==> config.mk <==
export PLATFORM = sky130hd
export DESIGN_NAME = flash_cmd_engine
export DESIGN_NICKNAME = d
export VERILOG_FILES = /design/src/pin_sync.v /design/src/flash_cmd_engine.v
export VERILOG_INCLUDE_DIRS = /design/src /design/src/src
export SDC_FILE = /design/constraint.sdc
export NUM_CORES = 2
export LEC_CHECK = 0
export CORE_MARGIN = 2
export CORE_UTILIZATION = 30
export CTS_BUF_LIST = sky130_fd_sc_hd__clkbuf_16
export DETAILED_ROUTE_END_ITERATION = 8
export DONT_BUFFER_PORTS = 1
export SYNTH_ARGS = -nofsm -noshare
export SYNTH_HDL_FRONTEND = slang
export SYNTH_SLANG_ARGS = --single-unit
==> constraint.sdc <==
create_clock -name clk -period 41.4 [get_ports clk]
set_clock_uncertainty 0.1 [all_clocks]
set_input_delay 2.07 -clock clk [delete_from_list [all_inputs] [get_ports clk]]
set_output_delay 2.07 -clock clk [all_outputs]
set_load 0.01 [all_outputs]
==> src/flash_cmd_map.vh <==
// Opcodes, frame bit counts, status layout and default cycle counts of the flash command block.
`ifndef FLASH_CMD_MAP_VH
`define FLASH_CMD_MAP_VH

// Command opcodes.
`define OP_WRITE_ENABLE 8'h06
`define OP_WRITE_DISABLE 8'h04
`define OP_READ_STATUS 8'h05
`define OP_DUAL_READ 8'h3B
`define OP_PAGE_WRITE 8'h02
`define OP_SECTOR_CLEAR 8'h20
`define OP_HALF_BLOCK_CLEAR 8'h52
`define OP_FULL_BLOCK_CLEAR 8'hD8
`define OP_CHIP_CLEAR_A 8'h60
`define OP_CHIP_CLEAR_B 8'hC7
`define OP_ID_READ 8'h90

// Rising edge counts that close each part of a frame.
`define BITS_OPCODE 6'h08
`define BITS_ADDR_END 6'h20
`define BITS_HEADER 6'h28

// Status byte bit positions.
`define STAT_WIP 0
`define STAT_WEL 1
`define STAT_BP_LSB 2

// Clear extent codes on the array erase port.
`define CLEAR_SECTOR 2'h0
`define CLEAR_HALF_BLOCK 2'h1
`define CLEAR_FULL_BLOCK 2'h2
`define CLEAR_CHIP 2'h3

// Default self-timed cycle lengths in clk cycles.
`define PROG_CYCLES_DEF 32'h00001000
`define SECTOR_CYCLES_DEF 32'h00002000
`define HALF_BLOCK_CYCLES_DEF 32'h00003000
`define FULL_BLOCK_CYCLES_DEF 32'h00004000
`define CHIP_CYCLES_DEF 32'h00008000

// Reset values.
`define RESET_OPCODE 8'h00
`define RESET_WEL 1'b0
`define RESET_WIP 1'b0

`endif

==> src/pin_sync.v <==
// Two-stage synchroniser with edge detection for a group of pins.
module pin_sync #(
   parameter WIDTH = 3
) (
   // Clock and reset.
   input wire clk,
   input wire rst,
   // Pins from outside the clock domain.
   input wire [WIDTH-1:0] pin_async,
   // Synchronised level and one-cycle edge pulses.
   output wire [WIDTH-1:0] level,
   output wire [WIDTH-1:0] rise,
   output wire [WIDTH-1:0] fall
);
   genvar g;
   generate
      for (g = 0; g < WIDTH; g = g + 1) begin : stage
         reg meta_reg;
         reg sync_reg;
         reg prev_reg;
         // The first flop feeds only the second; edges come from later stages.
         always @(posedge clk or posedge rst) begin
            if (rst) begin
               meta_reg <= 1'b0;
               sync_reg <= 1'b0;
               prev_reg <= 1'b0;
            end else begin
               meta_reg <= pin_async[g];
               sync_reg <= meta_reg;
               prev_reg <= sync_reg;
            end
         end
         assign level[g] = sync_reg;
         assign rise[g] = sync_reg & ~prev_reg;
         assign fall[g] = ~sync_reg & prev_reg;
      end
   endgenerate
endmodule

==> src/flash_cmd_engine.v <==
// Serial flash command decoder with dual read, page write, clears and id read.
//
// Contract
// - Dual read: opcode, three address bytes, dummy byte, then two bits per clock.
// - Reads start anywhere and the address advances after each byte.
// - Page write and every clear need the write enable latch set.
// - Data past the page end wraps to the page's first byte.
// - Over 256 data bytes: only the final 256 are written.
// - Under 256 data bytes: other bytes of the page stay unchanged.
// - Page write runs only if select rises on a whole data byte.
// - Select rise starts the timed cycle; busy set, latch cleared before done.
// - Status reads still answer during a timed cycle.
// - Page write to a protected page is not executed.
// - Sector clear takes any address inside the sector.
// - Sector and block clears need select rising right after the address.
// - Sector clear to a protected sector is not executed.
// - Half block clear erases the whole 32 KB block addressed.
// - Full block clear erases the whole 64 KB block addressed.
// - Block clears to a protected block are not executed.
// - Chip clear takes either opcode; select must rise after the opcode.
// - Chip clear runs only with no block protected: bits all off, or all on with complement.
// - Id read returns maker byte then device byte, MSB first.
// - Write enable opcode alone in a frame sets the latch unless a timed cycle runs.
// - Status opcode returns the status byte with busy and latch flags.
// - Dual read puts odd bits on line one and even bits on line zero.
`include "flash_cmd_map.vh"

module flash_cmd_engine #(
   parameter [7:0] MAKER_ID = 8'hA5,
   parameter [7:0] DEVICE_ID = 8'h5A,
   parameter [31:0] PROG_CYCLES = `PROG_CYCLES_DEF,
   parameter [31:0] SECTOR_CYCLES = `SECTOR_CYCLES_DEF,
   parameter [31:0] HALF_BLOCK_CYCLES = `HALF_BLOCK_CYCLES_DEF,
   parameter [31:0] FULL_BLOCK_CYCLES = `FULL_BLOCK_CYCLES_DEF,
   parameter [31:0] CHIP_CYCLES = `CHIP_CYCLES_DEF
) (
   // Clock and reset.
   input wire clk,
   input wire rst,
   // Serial pins from the host.
   input wire chip_select_n,
   input wire serial_clock,
   input wire io0_in,
   output reg io0_out,
   output reg io0_oe,
   output reg io1_out,
   output reg io1_oe,
   // Protection setting.
   input wire [2:0] block_protect,
   input wire protect_complement,
   // Status flags.
   output reg write_in_progress,
   output reg write_enable_latch,
   // Array read port, data valid one clk after the address.
   output reg [19:0] mem_rd_addr,
   input wire [7:0] mem_rd_data,
   // Array byte write port.
   output reg mem_wr_en,
   output reg [19:0] mem_wr_addr,
   output reg [7:0] mem_wr_data,
   // Array clear port.
   output reg mem_clear_en,
   output reg [19:0] mem_clear_addr,
   output reg [1:0] mem_clear_kind
);
   // One-hot engine states.
   localparam [2:0] ST_IDLE = 3'b001;
   localparam [2:0] ST_WRITE = 3'b010;
   localparam [2:0] ST_WAIT = 3'b100;

   wire [2:0] lvl;
   wire [2:0] rise;
   wire [2:0] fall;

   // Pins pass two flops; select goes in inverted so reset reads as deselected, no false edge.
   pin_sync #(.WIDTH(3)) sync_u (
      .clk(clk),
      .rst(rst),
      .pin_async({io0_in, serial_clock, ~chip_select_n}),
      .level(lvl),
      .rise(rise),
      .fall(fall)
   );

   wire selected = lvl[0];
   wire sclk_rise = rise[1] & selected;
   wire sclk_fall = fall[1] & selected;
   wire si = lvl[2];
   wire frame_start = rise[0];
   wire frame_end = fall[0];

   reg [7:0] opcode_reg;
   reg [5:0] hdr_cnt_reg;
   reg [2:0] bitpos_reg;
   reg [7:0] shift_in_reg;
   reg [23:0] addr_reg;
   reg [7:0] wr_idx_reg;
   reg [255:0] mask_reg;
   reg [7:0] page_buf [0:255];
   reg [7:0] shift_out_reg;
   reg [2:0] out_cnt_reg;
   reg id_sel_reg;
   reg [2:0] state_reg;
   reg [7:0] eng_idx_reg;
   reg [11:0] page_reg;
   reg [31:0] timer_reg;

   // Protection test for a 64 KB block index; upper blocks are guarded first.
   function prot_hit;
      input [3:0] blk;
      input [2:0] bp;
      input cmp;
      reg hit;
      begin
         case (bp)
            3'h0: hit = 1'b0;
            3'h1: hit = (blk == 4'hF);
            3'h2: hit = (blk >= 4'hE);
            3'h3: hit = (blk >= 4'hC);
            3'h4: hit = (blk >= 4'h8);
            default: hit = 1'b1;
         endcase
         prot_hit = hit ^ cmp;
      end
   endfunction

   wire [7:0] status_byte = {3'h0, block_protect, write_enable_latch, write_in_progress};
   wire addr_prot = prot_hit(addr_reg[19:16], block_protect, protect_complement);
   wire chip_ok = ((block_protect == 3'h0) & ~protect_complement) |
      ((block_protect == 3'h7) & protect_complement);
   wire is_chip_op = (opcode_reg == `OP_CHIP_CLEAR_A) | (opcode_reg == `OP_CHIP_CLEAR_B);
   wire is_block_op = (opcode_reg == `OP_SECTOR_CLEAR) | (opcode_reg == `OP_HALF_BLOCK_CLEAR) |
      (opcode_reg == `OP_FULL_BLOCK_CLEAR);
   wire [7:0] in_byte = {shift_in_reg[6:0], si};
   wire capture_data = sclk_rise & ~write_in_progress & (opcode_reg == `OP_PAGE_WRITE) &
      (hdr_cnt_reg >= 6'h27) & (bitpos_reg == 3'h7);

   // Program start needs the latch, whole data bytes and an unguarded page.
   wire start_prog = frame_end & ~write_in_progress & write_enable_latch &
      (opcode_reg == `OP_PAGE_WRITE) & (hdr_cnt_reg == `BITS_HEADER) &
      (bitpos_reg == 3'h0) & ~addr_prot;
   // Clear start needs select rising right after the address or the opcode.
   wire start_block = frame_end & ~write_in_progress & write_enable_latch & is_block_op &
      (hdr_cnt_reg == `BITS_ADDR_END) & ~addr_prot;
   wire start_chip = frame_end & ~write_in_progress & write_enable_latch & is_chip_op &
      (hdr_cnt_reg == `BITS_OPCODE) & chip_ok;

   // Output phases: status always, reads only while idle.
   wire out_status = (opcode_reg == `OP_READ_STATUS) & (hdr_cnt_reg >= `BITS_OPCODE);
   wire out_id = (opcode_reg == `OP_ID_READ) & (hdr_cnt_reg >= `BITS_ADDR_END) &
      ~write_in_progress;
   wire out_dual = (opcode_reg == `OP_DUAL_READ) & (hdr_cnt_reg == `BITS_HEADER) &
      ~write_in_progress;

   // Frame input: opcode, address and bit counters on sampled rising edges.
   always @(posedge clk or posedge rst) begin
      if (rst) begin
         opcode_reg <= `RESET_OPCODE;
         hdr_cnt_reg <= 6'h00;
         bitpos_reg <= 3'h0;
         shift_in_reg <= 8'h00;
         addr_reg <= 24'h000000;
      end else if (frame_start) begin
         opcode_reg <= `RESET_OPCODE;
         hdr_cnt_reg <= 6'h00;
         bitpos_reg <= 3'h0;
      end else if (sclk_rise) begin
         shift_in_reg <= in_byte;
         bitpos_reg <= bitpos_reg + 3'h1;
         if (hdr_cnt_reg != `BITS_HEADER) begin
            hdr_cnt_reg <= hdr_cnt_reg + 6'h01;
         end
         if (hdr_cnt_reg == 6'h07) begin
            opcode_reg <= in_byte;
         end
         if ((hdr_cnt_reg >= `BITS_OPCODE) && (hdr_cnt_reg < `BITS_ADDR_END)) begin
            addr_reg <= {addr_reg[22:0], si};
         end
      end
   end

   // Page buffer bytes land at the running index; 8-bit wrap keeps them in the page.
   always @(posedge clk) begin
      if (capture_data) begin
         page_buf[wr_idx_reg] <= in_byte;
      end
   end

   // Byte index and written-byte mask for the page write.
   always @(posedge clk or posedge rst) begin
      if (rst) begin
         wr_idx_reg <= 8'h00;
         mask_reg <= 256'h0;
      end else if (frame_start && !write_in_progress) begin
         mask_reg <= 256'h0;
      end else if (sclk_rise && (hdr_cnt_reg == 6'h1F)) begin
         wr_idx_reg <= {addr_reg[6:0], si};
      end else if (capture_data) begin
         mask_reg[wr_idx_reg] <= 1'b1;
         wr_idx_reg <= wr_idx_reg + 8'h01;
      end
   end

   // Output shifting on sampled falling edges; select high releases the lines.
   always @(posedge clk or posedge rst) begin
      if (rst) begin
         io0_out <= 1'b0;
         io0_oe <= 1'b0;
         io1_out <= 1'b0;
         io1_oe <= 1'b0;
         shift_out_reg <= 8'h00;
         out_cnt_reg <= 3'h0;
         id_sel_reg <= 1'b0;
         mem_rd_addr <= 20'h00000;
      end else if (!selected) begin
         io0_oe <= 1'b0;
         io1_oe <= 1'b0;
         out_cnt_reg <= 3'h0;
         id_sel_reg <= 1'b0;
      end else if (sclk_rise && (hdr_cnt_reg == 6'h1F)) begin
         mem_rd_addr <= {addr_reg[18:0], si};
      end else if (sclk_fall && out_dual) begin
         io0_oe <= 1'b1;
         io1_oe <= 1'b1;
         out_cnt_reg <= {1'b0, out_cnt_reg[1:0] + 2'h1};
         if (out_cnt_reg[1:0] == 2'h0) begin
            io1_out <= mem_rd_data[7];
            io0_out <= mem_rd_data[6];
            shift_out_reg <= {mem_rd_data[5:0], 2'h0};
            mem_rd_addr <= mem_rd_addr + 20'h00001;
         end else begin
            io1_out <= shift_out_reg[7];
            io0_out <= shift_out_reg[6];
            shift_out_reg <= {shift_out_reg[5:0], 2'h0};
         end
      end else if (sclk_fall && (out_status || out_id)) begin
         io1_oe <= 1'b1;
         out_cnt_reg <= out_cnt_reg + 3'h1;
         if (out_cnt_reg == 3'h0) begin
            if (out_status) begin
               io1_out <= status_byte[7];
               shift_out_reg <= {status_byte[6:0], 1'b0};
            end else begin
               io1_out <= id_sel_reg ? DEVICE_ID[7] : MAKER_ID[7];
               shift_out_reg <= id_sel_reg ? {DEVICE_ID[6:0], 1'b0} : {MAKER_ID[6:0], 1'b0};
               id_sel_reg <= ~id_sel_reg;
            end
         end else begin
            io1_out <= shift_out_reg[7];
            shift_out_reg <= {shift_out_reg[6:0], 1'b0};
         end
      end
   end

   // Self-timed engine: latch, busy flag, array write walk and cycle timer.
   always @(posedge clk or posedge rst) begin
      if (rst) begin
         state_reg <= ST_IDLE;
         write_in_progress <= `RESET_WIP;
         write_enable_latch <= `RESET_WEL;
         eng_idx_reg <= 8'h00;
         page_reg <= 12'h000;
         timer_reg <= 32'h00000000;
         mem_wr_en <= 1'b0;
         mem_wr_addr <= 20'h00000;
         mem_wr_data <= 8'h00;
         mem_clear_en <= 1'b0;
         mem_clear_addr <= 20'h00000;
         mem_clear_kind <= `CLEAR_SECTOR;
      end else begin
         mem_wr_en <= 1'b0;
         mem_clear_en <= 1'b0;
         case (state_reg)
            ST_IDLE: begin
               if (frame_end && (hdr_cnt_reg == `BITS_OPCODE) &&
                   (opcode_reg == `OP_WRITE_ENABLE)) begin
                  write_enable_latch <= 1'b1;
               end else if (frame_end && (hdr_cnt_reg == `BITS_OPCODE) &&
                   (opcode_reg == `OP_WRITE_DISABLE)) begin
                  write_enable_latch <= 1'b0;
               end else if (start_prog) begin
                  write_in_progress <= 1'b1;
                  write_enable_latch <= 1'b0;
                  page_reg <= addr_reg[19:8];
                  eng_idx_reg <= 8'h00;
                  timer_reg <= PROG_CYCLES;
                  state_reg <= ST_WRITE;
               end else if (start_block || start_chip) begin
                  write_in_progress <= 1'b1;
                  write_enable_latch <= 1'b0;
                  mem_clear_en <= 1'b1;
                  state_reg <= ST_WAIT;
                  if (start_chip) begin
                     mem_clear_addr <= 20'h00000;
                     mem_clear_kind <= `CLEAR_CHIP;
                     timer_reg <= CHIP_CYCLES;
                  end else if (opcode_reg == `OP_SECTOR_CLEAR) begin
                     mem_clear_addr <= {addr_reg[19:12], 12'h000};
                     mem_clear_kind <= `CLEAR_SECTOR;
                     timer_reg <= SECTOR_CYCLES;
                  end else if (opcode_reg == `OP_HALF_BLOCK_CLEAR) begin
                     mem_clear_addr <= {addr_reg[19:15], 15'h0000};
                     mem_clear_kind <= `CLEAR_HALF_BLOCK;
                     timer_reg <= HALF_BLOCK_CYCLES;
                  end else begin
                     mem_clear_addr <= {addr_reg[19:16], 16'h0000};
                     mem_clear_kind <= `CLEAR_FULL_BLOCK;
                     timer_reg <= FULL_BLOCK_CYCLES;
                  end
               end
            end
            ST_WRITE: begin
               // Only bytes that arrived are written; the rest of the page is untouched.
               mem_wr_en <= mask_reg[eng_idx_reg];
               mem_wr_addr <= {page_reg, eng_idx_reg};
               mem_wr_data <= page_buf[eng_idx_reg];
               eng_idx_reg <= eng_idx_reg + 8'h01;
               if (eng_idx_reg == 8'hFF) begin
                  state_reg <= ST_WAIT;
               end
            end
            ST_WAIT: begin
               if (timer_reg <= 32'h00000001) begin
                  write_in_progress <= 1'b0;
                  state_reg <= ST_IDLE;
               end else begin
                  timer_reg <= timer_reg - 32'h00000001;
               end
            end
            default: begin
               state_reg <= ST_IDLE;
               write_in_progress <= 1'b0;
            end
         endcase
      end
   end
endmodule

==> metrics <==
Placed Instances 9890; chip height 582 µm; Cells after Synth 5725; Hold EP sync_u.stage[0].sync_reg; Slew headroom 4.58%; post-CTS resize count 0; vias 55100; fin cells 10400; most common cell in the synthesized netlist edfxtp_1; unrepaired setup endpoints after global routing no; Final WS setup 34610 ps; VDD IR max 0.0000374 V; Rows 212; R2R depth 11; setup_tns 0 ps; Worst Max-Slew Pin Slew 1420 ps; final worst path period share 16.4%; Top FF cell, synth edfxtp_1; first-pass GRT wire length just under 400000 µm; fin crit period 6790 ps; Post-synth EDFFs between 2000 and 2500; max incr delay on CP 960 ps; post-placement cell area 0.105 mm²; CP max FO 93; DR pass1 iterations 6; Post-synth top cells edfxtp_1, nor2_1, mux4_2; DIE AREA 0.339 mm²; R2R Setup Slk 34610 ps; Clock transition at path regs 70 ps; startpoint types flop; initial core utilization 30.1%; post-route ant nets 0; Max stage delay cell, worst path dfrtp_4; Post-Place Setup Slack roughly 34000 ps; clk sinks 2496; initial antenna violation count 12; via count of the first global-routing pass 54400; Port-buffer cells 0; synthesized cell area roughly 0.10 mm²; synth warn 0; CTS HTree Levels 5; total of max-cap violations 0; DP HPWL 161000 µm; Die Wd 582 µm; run status completed; NumNets Final 5814; Remaining Overflow, GRT 0; Req. time, crit path 42150 ps; Fillers 31100; IO Count 95; post-synthesis cell type count 80; area of the multi-input gates around 0.026 mm²; DRC violations left 0; register bit total from synthesis between 2000 and 2500; P&R area growth vs syn 13.4%; Setup crit end kind flop; fraction of layout cells with a size suffix above 1 19.8%; Max Clock Freq 147 MHz; total power 0.00531 W; largest net degree at the start of global routing 254; Power Dens Cells ~47 mW/mm²; syn_area_per_cell 17.5 µm²; Largest register FFs between 2000 and 2500; drt wl/cell 26.5 µm; maximum clock path buffer count 4; Num CTS Buffers 277; hold_sp sync_u.stage[0].meta_reg; Reg2Reg Launch Point eng_idx_reg[0]; Async SR Flop Fraction 17.9%; hold_buf cts 0; setup bufs post-CTS 0; max-slew violation count 0; largest area contributor in the netlist edfxtp_1; CTS tree done; largest cells by area after synthesis edfxtp_1, mux4_2, dfrtp_1, nor2_1, mux2i_1; reg2reg end mem_wr_data[4]; total wire length ~270000 µm; CTS root buffer clkbuf_16; register cell area after layout 0.0728 mm²; Pleak 39.4 nW; critical path type reg2reg; Synth top area share 61.4%; final-report hold violation count 0; worst skew pair latency 940 ps; most used cell, CP buf_4; Via-to-Cell Ratio 5.32; sequential-to-total area share from yosys stat 72.6%; Final Wtd Congestion approximately 0.84; CORE AREA 0.333 mm²; Hold Crit Depth 0; Worst path top cell family by delay buffers and inverters; total track usage 15.9%; CP Cell Sequence buf_12, buf_4, buf_4, buf_4, mux4_2, mux4_2, a22oi_1, o21ai_0, nor3_1, nor3_1, a211o_1; initial DRC count 7029; worst path arrival time 7540 ps; post-route cell area between 0.1 and 0.15 mm²; Hold WC Path Type reg2reg; final setup violation count 0; crit path buf inv count 4
## metrics by stage
stage	hold slack, ps	utilization [%]
final	257	34.1
after detailed placement	240	31.7
after floorplan	231	-
after CTS	262	34.1
after global placement	244	31.7
after global routing	275	34.1
## area by class of cell
cell class	count	share of cell area (%)
clock inverter	189	1.09
sequential	2496	64.0
antenna	6	0.0132
multi-input combinational	2826	22.7
timing repair buffer	140	0.980
tap	4387	4.83
inverter	41	0.147
clock buffer	282	6.21
## how the worst max path moves through the flow
| stage | slack, ps | start | to | depth (start not counted) |
|---|---|---|---|---|
| floorplan | 26750 | rst | addr_reg[0] | 1 |
| global placement | 34410 | eng_idx_reg[0] | mem_wr_data[4] | 11 |
| detailed placement | 34450 | eng_idx_reg[0] | mem_wr_data[4] | 11 |
| CTS | 34470 | eng_idx_reg[0] | mem_wr_data[4] | 11 |
| global route | 34090 | eng_idx_reg[0] | mem_wr_data[4] | 11 |
| finish | 34610 | eng_idx_reg[0] | mem_wr_data[4] | 11 |
## worst register-to-register path, cell delays in order, from the launching register on
cell	delay (ps)
dfrtp_4	960
buf_12	640
buf_4	840
buf_4	880
buf_4	780
mux4_2	640
mux4_2	520
a22oi_1	550
o21ai_0	260
nor3_1	200
nor3_1	70
a211o_1	290
## per-layer routing
| layer | GRT usage [%] | wire length (µm) | vias up |
|---|---|---|---|
| met3 | 3.54 | 25000 | 424 |
| met2 | 25.2 | 130000 | 2611 |
| met1 | 21.6 | 112000 | 29300 |
| met4 | 5.16 | 8230 | 2 |
| li1 | - | - | 22800 |
| met5 | 0 | 10 | - |
## kinds of logic after synthesis
kind of cell,share of synthesized area [%]
AO/OA/AOI/OAI,4.67
multiplexers,15.4
AND/OR/NAND/NOR,5.07
buffers and inverters,1.87
XOR/XNOR,0.271
other,0.00374
flip-flops,72.6
adder cells (fa/ha/maj),0.187
## cells in the final DEF (no fill, tap or decap), types with 57 or more instances in the layout
cell	Yosys	layout
a21oi_1	327	327
a221oi_1	59	59
buf_4	65	135
clkbuf_16	0	282
dfrtp_1	447	434
edfxtp_1	2048	2048
inv_1	39	93
mux2_2	57	57
mux2i_1	238	238
mux4_2	549	549
nand2_1	225	224
nor2_1	657	653
o21ai_0	101	99
## report_power, final
part / leakage, nW / switching, W / total [W] / internal [W]
registers: 24.4 / 0.0000496 / 0.00289 / 0.00284
logic: 10.7 / 0.000115 / 0.000123 / 0.00000813
clock network: 4.30 / 0.000975 / 0.00229 / 0.00132
total: 39.4 / 0.00114 / 0.00531 / 0.00417
(Power assumes the default switching activity.)
